`config.mk`:
```
export PLATFORM = sky130hd
export DESIGN_NAME = syscmd_handler
export DESIGN_NICKNAME = d
export VERILOG_FILES = /design/src/syscmd_pkg.sv /design/src/syscmd_skid_buf.sv /design/src/syscmd_handler.sv
export VERILOG_INCLUDE_DIRS = /design/src
export SDC_FILE = /design/constraint.sdc
export NUM_CORES = 2
export LEC_CHECK = 0
export ABC_CLOCK_PERIOD_IN_PS = 129500
export BUFFER_PORTS_ARGS = -buffer_cell sky130_fd_sc_hd__buf_2
export CAP_MARGIN = 10
export CORE_UTILIZATION = 40
export DETAILED_ROUTE_END_ITERATION = 16
export PLACE_DENSITY = 0.66
export SLEW_MARGIN = 10
export SYNTH_ARGS = -nofsm -noshare
export SYNTH_HDL_FRONTEND = slang
export SYNTH_SLANG_ARGS = --single-unit
```
`constraint.sdc`:
```
create_clock -name MCLK_I -period 129.5 [get_ports MCLK_I]
set_input_delay 12.95 -clock MCLK_I [delete_from_list [all_inputs] [get_ports MCLK_I]]
set_output_delay 12.95 -clock MCLK_I [all_outputs]
set_load 0.01 [all_outputs]
```
`src/syscmd_regs.svh`:
```
// Purpose: Named constants for the system command handler.
// Assumes: Included by bare name wherever a constant is needed.
// Notes:   Contract
`ifndef SYSCMD_REGS_SVH
`define SYSCMD_REGS_SVH
`define LEN_BYTES_PER_VALUE 32'h0000_0008
`define LEN_NONE            32'h0000_0000
`define FIRST_SAMPLE_INDEX  16'h0001
`define SUBSYS_RESET        3'h0
`define TONE_VALUE_RESET    32'h0000_0000
`define TONE_MODE_BIT       0
`define SUBSYS_FIELD_MSB    2
`define FN_FIELD_MSB        1
`endif

```
`src/syscmd_pkg.sv`:
```
// Purpose: Types shared by the system command handler, its checker and bench.
// Assumes: Commands arrive already parsed, one per valid cycle.
// Notes:   Encodings are internal to the instrument.
package syscmd_pkg;
  typedef enum logic [3:0] {
    CMD_NONE      = 4'h0,
    CMD_HALT      = 4'h1,
    CMD_STOP_HC   = 4'h2,
    CMD_FLUSH     = 4'h3,
    CMD_Q_BLOCK_LAST_INDEX_QUERY    = 4'h4,
    CMD_Q_BLOCK_ARM_INTERVAL_QUERY    = 4'h5,
    CMD_Q_PER_BLOCK_CARRIER_QUERY    = 4'h6,
    CMD_TONE_MODE = 4'h7,
    CMD_TONE_VAL  = 4'h8,
    CMD_SET_FN    = 4'h9,
    CMD_SELECT    = 4'hA,
    CMD_COMMON    = 4'hB
  } cmd_code_t;

  typedef enum logic [1:0] {
    FN_OTHER      = 2'h0,
    FN_PHASE_DEV  = 2'h1,
    FN_TIME_DEV   = 2'h2
  } meas_fn_t;

  typedef enum logic [1:0] {
    LIST_BLOCK_LAST_INDEX_QUERY     = 2'h0,
    LIST_BLOCK_ARM_INTERVAL_QUERY     = 2'h1,
    LIST_PER_BLOCK_CARRIER_QUERY     = 2'h2
  } list_kind_t;

  // Gray along idle -> length -> values
  typedef enum logic [1:0] {
    ST_IDLE       = 2'b00,
    ST_LEN        = 2'b01,
    ST_VAL        = 2'b11
  } stream_state_t;

  typedef struct packed {
    cmd_code_t   code;
    logic        is_system;
    logic        is_common;
    logic        long_form;
    logic [31:0] arg;
  } cmd_t;

  typedef struct packed {
    logic        is_len;
    logic [31:0] value;
  } out_word_t;
endpackage

```
`src/syscmd_skid_buf.sv`:
```
// Purpose: Two-entry buffer between list streamer and output port.
// Assumes: Same clock on both sides.
// Notes:   Outputs come from flops; ready drops once the spare entry fills.
`timescale 1ns/100ps
module syscmd_skid_buf #(
  parameter int WIDTH = 33
) (
  input  wire logic             clk_i,
  input  wire logic             rst_n_i,
  input  wire logic             flush_i,
  input  wire logic             in_valid_i,
  output logic                  in_ready_o,
  input  wire logic [WIDTH-1:0] in_data_i,
  output logic                  out_valid_o,
  input  wire logic             out_ready_i,
  output logic      [WIDTH-1:0] out_data_o
);
  logic             tail_valid;
  logic [WIDTH-1:0] tail;
  logic             push;
  logic             pop;

  assign in_ready_o = ~tail_valid;
  assign push       = in_valid_i & ~tail_valid;
  assign pop        = out_valid_o & out_ready_i;

  always_ff @(posedge clk_i or negedge rst_n_i)
  begin
    if (!rst_n_i)
    begin
      out_valid_o <= 1'b0;
      out_data_o  <= '0;
      tail_valid  <= 1'b0;
      tail        <= '0;
    end
    else if (flush_i)
    begin
      out_valid_o <= 1'b0;
      tail_valid  <= 1'b0;
    end
    else if (pop)
    begin
      if (tail_valid)
      begin
        out_data_o <= tail;
        tail_valid <= 1'b0;
      end
      else if (push)
        out_data_o <= in_data_i;
      else
        out_valid_o <= 1'b0;
    end
    else if (push)
    begin
      if (!out_valid_o)
      begin
        out_data_o  <= in_data_i;
        out_valid_o <= 1'b1;
      end
      else
      begin
        tail       <= in_data_i;
        tail_valid <= 1'b1;
      end
    end
  end
endmodule

```
`src/syscmd_handler.sv`:
```
// Purpose: Executes system level commands and streams per-block list answers.
// Assumes: Parsed commands, bus clears and acquisition events share MCLK_I.
// Notes:   List words leave through a two-entry buffer; a stall loses nothing.
`timescale 1ns/100ps
`include "syscmd_regs.svh"
module syscmd_handler #(
  parameter int MAX_BLOCKS = 16,
  parameter int IDX_W      = 16
) (
  input  wire logic                  MCLK_I,
  input  wire logic                  RSTN_I,
  input  wire logic                  CMD_VALID_I,
  input  wire syscmd_pkg::cmd_t      CMD_I,
  input  wire logic                  LISTEN_I,
  input  wire logic                  FLOAT_FMT_I,
  input  wire logic                  DEV_CLEAR_I,
  input  wire logic                  HC_START_I,
  input  wire logic                  ACQ_START_I,
  input  wire logic                  SAMPLE_I,
  input  wire logic [31:0]           SAMPLE_VALUE_I,
  input  wire logic                  BLOCK_END_I,
  input  wire logic [31:0]           ARM_INTERVAL_I,
  input  wire logic                  ARM_TIMED_I,
  input  wire logic                  OUT_READY_I,
  output logic                       OUT_VALID_O,
  output syscmd_pkg::out_word_t      OUT_WORD_O,
  output logic [2:0]                 ACTIVE_SUBSYS_O,
  output logic                       ACQ_ACTIVE_O,
  output logic                       MEAS_HALT_O,
  output logic                       HC_ACTIVE_O,
  output logic                       HC_STOP_O,
  output logic                       BUF_FLUSH_O,
  output logic                       DEFER_DISCARD_O,
  output logic                       STATIC_FAIL_CLR_O,
  output logic                       STATUS_RESET_O,
  output logic                       CMD_DONE_O,
  output logic                       CMD_ERR_O
);
  localparam int BW = $clog2(MAX_BLOCKS);

  logic [IDX_W-1:0] blk_end [MAX_BLOCKS];
  logic [31:0]      blk_arm [MAX_BLOCKS];
  logic [31:0]      blk_sum [MAX_BLOCKS];

  logic                      take;
  logic                      bad_form;
  logic                      exec;
  logic                      sys_exec;
  logic                      flush_all;
  logic                      query;
  logic                      busy_reject;
  logic                      halt_cmd;
  logic                      stop_hc_cmd;
  logic [BW:0]               nblk;
  logic [IDX_W-1:0]          meas_idx;
  logic [31:0]               run_sum;
  logic                      tone_auto;
  logic [31:0]               tone_value;
  syscmd_pkg::meas_fn_t      meas_fn;
  syscmd_pkg::stream_state_t st;
  syscmd_pkg::list_kind_t    kind;
  logic [BW:0]               q_blocks;
  logic [BW:0]               idx;
  logic                      half;
  logic                      push_valid;
  logic                      push_ready;
  logic                      pushed;
  syscmd_pkg::out_word_t     push_word;
  logic [BW-1:0]             sel;
  logic [IDX_W-1:0]          prev_end;

  // Length field of a list: value count in ASCII, bytes in floating point
  function automatic logic [31:0] len_field(input logic [31:0] nvals, input logic float_fmt);
    len_field = float_fmt ? 32'(nvals * `LEN_BYTES_PER_VALUE) : nvals;
  endfunction

  // Mean of a block's samples; an empty block reads as zero
  function automatic logic [31:0] block_mean(input logic [31:0] sum, input logic [IDX_W-1:0] cnt);
    block_mean = (cnt == '0) ? 32'h0000_0000 : sum / 32'(cnt);
  endfunction

  // Carrier lists exist only for the two deviation functions
  function automatic logic is_deviation(input syscmd_pkg::meas_fn_t fn);
    is_deviation = (fn == syscmd_pkg::FN_PHASE_DEV) || (fn == syscmd_pkg::FN_TIME_DEV);
  endfunction

  // One of the three list queries
  function automatic logic is_list_query(input syscmd_pkg::cmd_code_t code);
    is_list_query = (code == syscmd_pkg::CMD_Q_BLOCK_LAST_INDEX_QUERY) || (code == syscmd_pkg::CMD_Q_BLOCK_ARM_INTERVAL_QUERY) ||
                    (code == syscmd_pkg::CMD_Q_PER_BLOCK_CARRIER_QUERY);
  endfunction

  // Bus clears act even during hardcopy; other commands need listen addressing
  assign take      = CMD_VALID_I & (~HC_ACTIVE_O | LISTEN_I);
  assign bad_form  = CMD_I.is_common & CMD_I.long_form;
  assign exec      = take & ~bad_form;
  assign sys_exec  = exec & CMD_I.is_system;
  assign flush_all = DEV_CLEAR_I | (sys_exec & (CMD_I.code == syscmd_pkg::CMD_FLUSH));
  assign query     = sys_exec & is_list_query(CMD_I.code);
  assign halt_cmd    = sys_exec & (CMD_I.code == syscmd_pkg::CMD_HALT);
  assign stop_hc_cmd = sys_exec & (CMD_I.code == syscmd_pkg::CMD_STOP_HC);
  // A second query while a list is still going out is refused, not queued
  assign busy_reject = query & (st != syscmd_pkg::ST_IDLE) & ~flush_all;

  // Subsystem selection changes only on an explicit subsystem select
  always_ff @(posedge MCLK_I or negedge RSTN_I)
  begin
    if (!RSTN_I)
      ACTIVE_SUBSYS_O <= `SUBSYS_RESET;
    else if (exec && !CMD_I.is_system && CMD_I.code == syscmd_pkg::CMD_SELECT)
      ACTIVE_SUBSYS_O <= CMD_I.arg[`SUBSYS_FIELD_MSB:0];
  end

  // Command outcome and clear pulses
  always_ff @(posedge MCLK_I or negedge RSTN_I)
  begin
    if (!RSTN_I)
    begin
      CMD_DONE_O        <= 1'b0;
      CMD_ERR_O         <= 1'b0;
      BUF_FLUSH_O       <= 1'b0;
      DEFER_DISCARD_O   <= 1'b0;
      STATIC_FAIL_CLR_O <= 1'b0;
      STATUS_RESET_O    <= 1'b0;
      MEAS_HALT_O       <= 1'b0;
    end
    else
    begin
      CMD_DONE_O        <= exec & ~busy_reject;
      CMD_ERR_O         <= (take & bad_form) | busy_reject;
      BUF_FLUSH_O       <= flush_all;
      DEFER_DISCARD_O   <= flush_all;
      STATIC_FAIL_CLR_O <= DEV_CLEAR_I;
      STATUS_RESET_O    <= DEV_CLEAR_I;
      // A halt pulse only means something while an acquisition runs
      MEAS_HALT_O       <= ACQ_ACTIVE_O & (flush_all | halt_cmd);
    end
  end

  // Acquisition bookkeeping; a halt ends it but keeps what was gathered
  always_ff @(posedge MCLK_I or negedge RSTN_I)
  begin
    if (!RSTN_I)
    begin
      ACQ_ACTIVE_O <= 1'b0;
      nblk         <= '0;
      meas_idx     <= '0;
      run_sum      <= '0;
    end
    else if (flush_all || halt_cmd)
      ACQ_ACTIVE_O <= 1'b0;
    else if (ACQ_START_I)
    begin
      ACQ_ACTIVE_O <= 1'b1;
      nblk         <= '0;
      meas_idx     <= '0;
      run_sum      <= '0;
    end
    else if (ACQ_ACTIVE_O)
    begin
      if (SAMPLE_I)
      begin
        meas_idx <= meas_idx + 1'b1;
        run_sum  <= run_sum + SAMPLE_VALUE_I;
      end
      // Blocks past the end of the table are dropped; the count saturates
      if (BLOCK_END_I && nblk < (BW+1)'(MAX_BLOCKS))
      begin
        nblk    <= nblk + 1'b1;
        run_sum <= '0;
      end
    end
  end

  // Block table; the sample landing with a block end belongs to that block
  always_ff @(posedge MCLK_I)
  begin
    if (ACQ_ACTIVE_O && !flush_all && BLOCK_END_I && nblk < (BW+1)'(MAX_BLOCKS))
    begin
      blk_end[nblk[BW-1:0]] <= SAMPLE_I ? meas_idx + 1'b1 : meas_idx;
      blk_arm[nblk[BW-1:0]] <= ARM_INTERVAL_I;
      blk_sum[nblk[BW-1:0]] <= SAMPLE_I ? run_sum + SAMPLE_VALUE_I : run_sum;
    end
  end

  // Hardcopy: talk-only while printing or plotting
  always_ff @(posedge MCLK_I or negedge RSTN_I)
  begin
    if (!RSTN_I)
    begin
      HC_ACTIVE_O <= 1'b0;
      HC_STOP_O   <= 1'b0;
    end
    else
    begin
      HC_STOP_O <= 1'b0;
      // A stop with no hardcopy running completes but pulses nothing
      if (stop_hc_cmd)
      begin
        HC_ACTIVE_O <= 1'b0;
        HC_STOP_O   <= HC_ACTIVE_O;
      end
      else if (HC_START_I)
        HC_ACTIVE_O <= 1'b1;
    end
  end

  // Measurement function and reference tone settings
  always_ff @(posedge MCLK_I or negedge RSTN_I)
  begin
    if (!RSTN_I)
    begin
      tone_auto  <= 1'b0;
      tone_value <= `TONE_VALUE_RESET;
      meas_fn    <= syscmd_pkg::FN_OTHER;
    end
    else if (exec)
    begin
      case (CMD_I.code)
        syscmd_pkg::CMD_TONE_MODE: tone_auto  <= CMD_I.arg[`TONE_MODE_BIT];
        syscmd_pkg::CMD_TONE_VAL:  tone_value <= CMD_I.arg;
        syscmd_pkg::CMD_SET_FN:    meas_fn    <= syscmd_pkg::meas_fn_t'(CMD_I.arg[`FN_FIELD_MSB:0]);
        default:                   tone_auto  <= tone_auto;
      endcase
    end
  end

  // Word selection for the list streamer
  assign sel      = idx[BW-1:0];
  assign prev_end = (idx == '0) ? '0 : blk_end[BW'(idx - 1'b1)];

  always_comb
  begin
    push_valid = (st != syscmd_pkg::ST_IDLE);
    push_word  = '0;
    if (st == syscmd_pkg::ST_LEN)
    begin
      push_word.is_len = 1'b1;
      push_word.value  = len_field((kind == syscmd_pkg::LIST_BLOCK_ARM_INTERVAL_QUERY) ? 32'(q_blocks) << 1 : 32'(q_blocks),
                                   FLOAT_FMT_I);
    end
    else
    begin
      case (kind)
        syscmd_pkg::LIST_BLOCK_LAST_INDEX_QUERY:
          push_word.value = 32'(blk_end[sel]);
        syscmd_pkg::LIST_BLOCK_ARM_INTERVAL_QUERY:
          push_word.value = half ? blk_arm[sel] : 32'(prev_end + `FIRST_SAMPLE_INDEX);
        default:
          push_word.value = tone_auto ? block_mean(blk_sum[sel], blk_end[sel] - prev_end)
                                      : tone_value;
      endcase
    end
  end

  assign pushed = push_valid & push_ready;

  // List streamer: length field then values, block by block
  always_ff @(posedge MCLK_I or negedge RSTN_I)
  begin
    if (!RSTN_I)
    begin
      st       <= syscmd_pkg::ST_IDLE;
      kind     <= syscmd_pkg::LIST_BLOCK_LAST_INDEX_QUERY;
      q_blocks <= '0;
      idx      <= '0;
      half     <= 1'b0;
    end
    else if (flush_all)
      st <= syscmd_pkg::ST_IDLE;
    else
    begin
      case (st)
        syscmd_pkg::ST_IDLE:
        begin
          if (query)
          begin
            st   <= syscmd_pkg::ST_LEN;
            idx  <= '0;
            half <= 1'b0;
            case (CMD_I.code)
              syscmd_pkg::CMD_Q_BLOCK_LAST_INDEX_QUERY:
              begin
                kind     <= syscmd_pkg::LIST_BLOCK_LAST_INDEX_QUERY;
                q_blocks <= nblk;
              end
              syscmd_pkg::CMD_Q_BLOCK_ARM_INTERVAL_QUERY:
              begin
                kind     <= syscmd_pkg::LIST_BLOCK_ARM_INTERVAL_QUERY;
                q_blocks <= ARM_TIMED_I ? nblk : '0;
              end
              default:
              begin
                kind     <= syscmd_pkg::LIST_PER_BLOCK_CARRIER_QUERY;
                q_blocks <= is_deviation(meas_fn)
                            ? nblk : '0;
              end
            endcase
          end
        end
        syscmd_pkg::ST_LEN:
        begin
          // An empty list ends right after its length word
          if (pushed)
            st <= (q_blocks == '0) ? syscmd_pkg::ST_IDLE : syscmd_pkg::ST_VAL;
        end
        syscmd_pkg::ST_VAL:
        begin
          if (pushed)
          begin
            // Arm interval lists send index then interval before moving on
            if (kind == syscmd_pkg::LIST_BLOCK_ARM_INTERVAL_QUERY && !half)
              half <= 1'b1;
            else
            begin
              half <= 1'b0;
              idx  <= idx + 1'b1;
              if (idx + 1'b1 == q_blocks)
                st <= syscmd_pkg::ST_IDLE;
            end
          end
        end
        default:
          st <= syscmd_pkg::ST_IDLE;
      endcase
    end
  end

  // Output buffer is emptied along with the streamer on any flush
  syscmd_skid_buf #(
    .WIDTH       ($bits(syscmd_pkg::out_word_t))
  ) u_out_buf (
    .clk_i       (MCLK_I),
    .rst_n_i     (RSTN_I),
    .flush_i     (flush_all),
    .in_valid_i  (push_valid),
    .in_ready_o  (push_ready),
    .in_data_i   (push_word),
    .out_valid_o (OUT_VALID_O),
    .out_ready_i (OUT_READY_I),
    .out_data_o  (OUT_WORD_O)
  );
endmodule

```
==> out/results.ini <==
[setup_path]
crit_required_ns=130.12
cpMaxStageDelayCell=nor2b_2
startpoint=idx[1]
timing.rr.end=u_out_buf.tail[0]
start_kind=flop
critPathMaxStageDelay_ns=0.80
crit_type=flop to flop
crit_path_frequent_cell=o21a_1
crit_path_end_kind=flop
cp_max_fo=54
arrival_ns=116.52
rrSetupSlack_ns=13.59
timing.rr.start=idx[1]
reg2reg_depth=489

[timing]
setup_tns_ns=0
rsz0062_at_grt=false
relSlewSlack=0.189
max_freq_mhz=8.63
hold_slack_ns=0.471
fin_crit_sh=0.895
hold_viol_final=0
setup_violations=0
clock_skew_ns=0.0354
worst_slew_pin_slew_ns=1.21
timing.final.max_slew_violations=0
period_needed_ns=115.91

[die]
core_area_sq_um=207000
rows=167
die_h_um=459
pin_count=162
die_area_sq_um=211000
die_w_um=459
start_util=0.403

[clocking]
cts_sinks=1462
tritoncts=done
path_clk_slew_ns=0.06
cts_setup_buffers=0
cts-buffers-inserted=151
cts_buffer_depth=3
clk_latency_ns=0.81
h-tree-depth=4
ctsHoldBuffers=0
cts_resized=0
root_buffer=clkbuf_16

[min_path]
hold-path-endpoint=u_out_buf.out_data_o[15]
hold_path_depth=2
hold_class=flop to flop
hold_start=u_out_buf.out_data_o[15]

[global_routing]
grt_max_degree=128
grt.total_usage=0.236
antenna_found_initial=21
first_global_vias=56700
grt-ovfl-total=0
grt_pass1_wl_mm=371

[detailed_routing]
first_iter_violations=5881
drt_pass1_iterations=6
via_per_inst=6.06
wirelength_mm=252
postRouteAntennaNets=0
wl_per_cell_um=26.5
drc_errors=0
vias=57800

[synth]
synthFlopType=edfxtp_1
synth_seq_area_share=0.514
synth-seq-cells=1462
netlist_area_sq_um=83600
synth_edf_count=1280
syn-num-nets=7023
syn_inst=6456
yosysUniqueCellTypes=133
syn-mean-instance-area_sq_um=13.0
synthArstFlopShare=0.124
yosysWarnings=0

[place]
dpl.hpwl_mm=170
gp_congestion=0.967
portBuffers=161

[flow_run]
cap_violations=0

[finish]
regArea_sq_um=43000
finalNetCount=7170
multi_input_comb_area_sq_um=39300
fillers=18200
area_growth_pct=11.2
final_layout_size_suffix_gt1_frac=0.188

[status]
status=completed

## synth_stat cells (15+ instances only)
cell type     n  area (sq um)
a211o_1      21           184
a211oi_1     29           218
a21o_1       84           631
a21oi_1     308          1540
a22oi_1      26           195
a31oi_1      50           313
a32o_1       39           390
and2_1       51           319
and3_1       49           307
buf_1        60           225
buf_2        19          95.1
clkbuf_1    195           732
dfrtp_1     182          4550
edfxtp_1   1280         38400
ha_1        450          5630
inv_1       108           405
mux2_2      159          1790
mux2i_1      39           390
mux4_2      452         10200
nand2_1     548          2060
nand2b_1     53           332
nand3_1     142           711
nand4_1      37           231
nor2_1      365          1370
nor2b_1      46           288
nor3_1      247          1240
nor4_1       22           138
o211a_1      15           150
o211ai_1     35           263
o21a_1      213          1600
o21ai_0     284          1420
o21ai_1      18          90.1
o21bai_1     39           293
o31ai_1     149          1120
or2_2        39           244
or3_1        36           225
xnor2_1     170          1490
xor2_1       83           727
## metrics by stage
stage	instance area, sq um	cells	utilization	setup slack [ns]
after floorplan	83600	6456	-	19.50
after global placement	87900	9238	0.423	18.61
after detailed placement	87900	9238	0.423	15.51
after CTS	92900	9516	0.448	15.05
after global routing	93000	9528	0.448	4.56
final	93000	9533	0.448	13.59
## layer usage
| metal | up-vias | routed length (um) | global-route usage |
|---|---|---|---|
| li1 | 25900 | - | - |
| met1 | 29200 | 105000 | 0.319 |
| met2 | 2255 | 118000 | 0.381 |
| met3 | 412 | 17400 | 0.0305 |
| met4 | 2 | 11300 | 0.102 |
| met5 | - | 9 | 0 |
## worst max path at each step
stage          cells after the start                 endpoint
3_3_place_gp                     485        u_out_buf.tail[0]
4_1_cts                          487        u_out_buf.tail[0]
3_5_place_dp                     485        u_out_buf.tail[0]
2_1_floorplan                    543  u_out_buf.out_data_o[0]
5_1_grt                          492        u_out_buf.tail[0]
6_report                         489        u_out_buf.tail[0]
## critical path: cells and delay by family, from the launching register on
family                   cells  cell delay (ns)
flip-flops                   1             0.69
AND/OR/NAND/NOR            125            31.58
AO/OA/AOI/OAI              303            65.34
multiplexers                 8             2.68
adder cells (fa/ha/maj)     34            11.15
buffers and inverters       18             3.76
XOR/XNOR                     1             0.23
## cells in the final DEF, fill, tap and decap left out, drive strengths merged, types with 84 or more instances in the layout
cell,netlist,routed
a21oi,310,310
mux4,452,452
inv,110,120
xnor2,170,170
o21ai,303,303
clkbuf,195,205
nor2,367,367
o21a,213,213
mux2,166,166
o31ai,150,150
a21o,84,84
edfxtp,1280,1280
ha,450,450
buf,89,278
xor2,85,85
dfrtp,182,182
nand2,549,549
nor3,253,253
nand3,144,144
## layout make-up
cell class	count	share of cell area
timing repair buffer	278	0.0185
multi-input combinational	4597	0.422
inverter	113	0.00459
clock buffer	205	0.0443
sequential	1462	0.462
antenna	17	0.000457
clock inverter	73	0.0102
tap	2788	0.0375
## flip-flops by register name, indices dropped and copies added (netlist names), 16 cells and up
name	flops
meas_idx	16
blk_sum	512
blk_end	256
blk_arm	512
run_sum	32
u_out_buf.out_data_o	33
tone_value	32
u_out_buf.tail	33
## cell families (layout without fill, tap and decap cells)
kind of cell | Yosys count | in the layout | synth area share
compound gates | 1507 | 1507 | 0.124
xor+xnor | 256 | 256 | 0.0272
fa+ha+maj | 453 | 453 | 0.0679
buf+inv | 397 | 669 | 0.0187
flops | 1462 | 1462 | 0.514
mux | 658 | 658 | 0.149
other cells | 0 | 17 | 0
simple gates | 1723 | 1723 | 0.0990
Power is not shown: default switching activity piles up to over one toggle a cycle in this logic, so the estimate is an artifact.
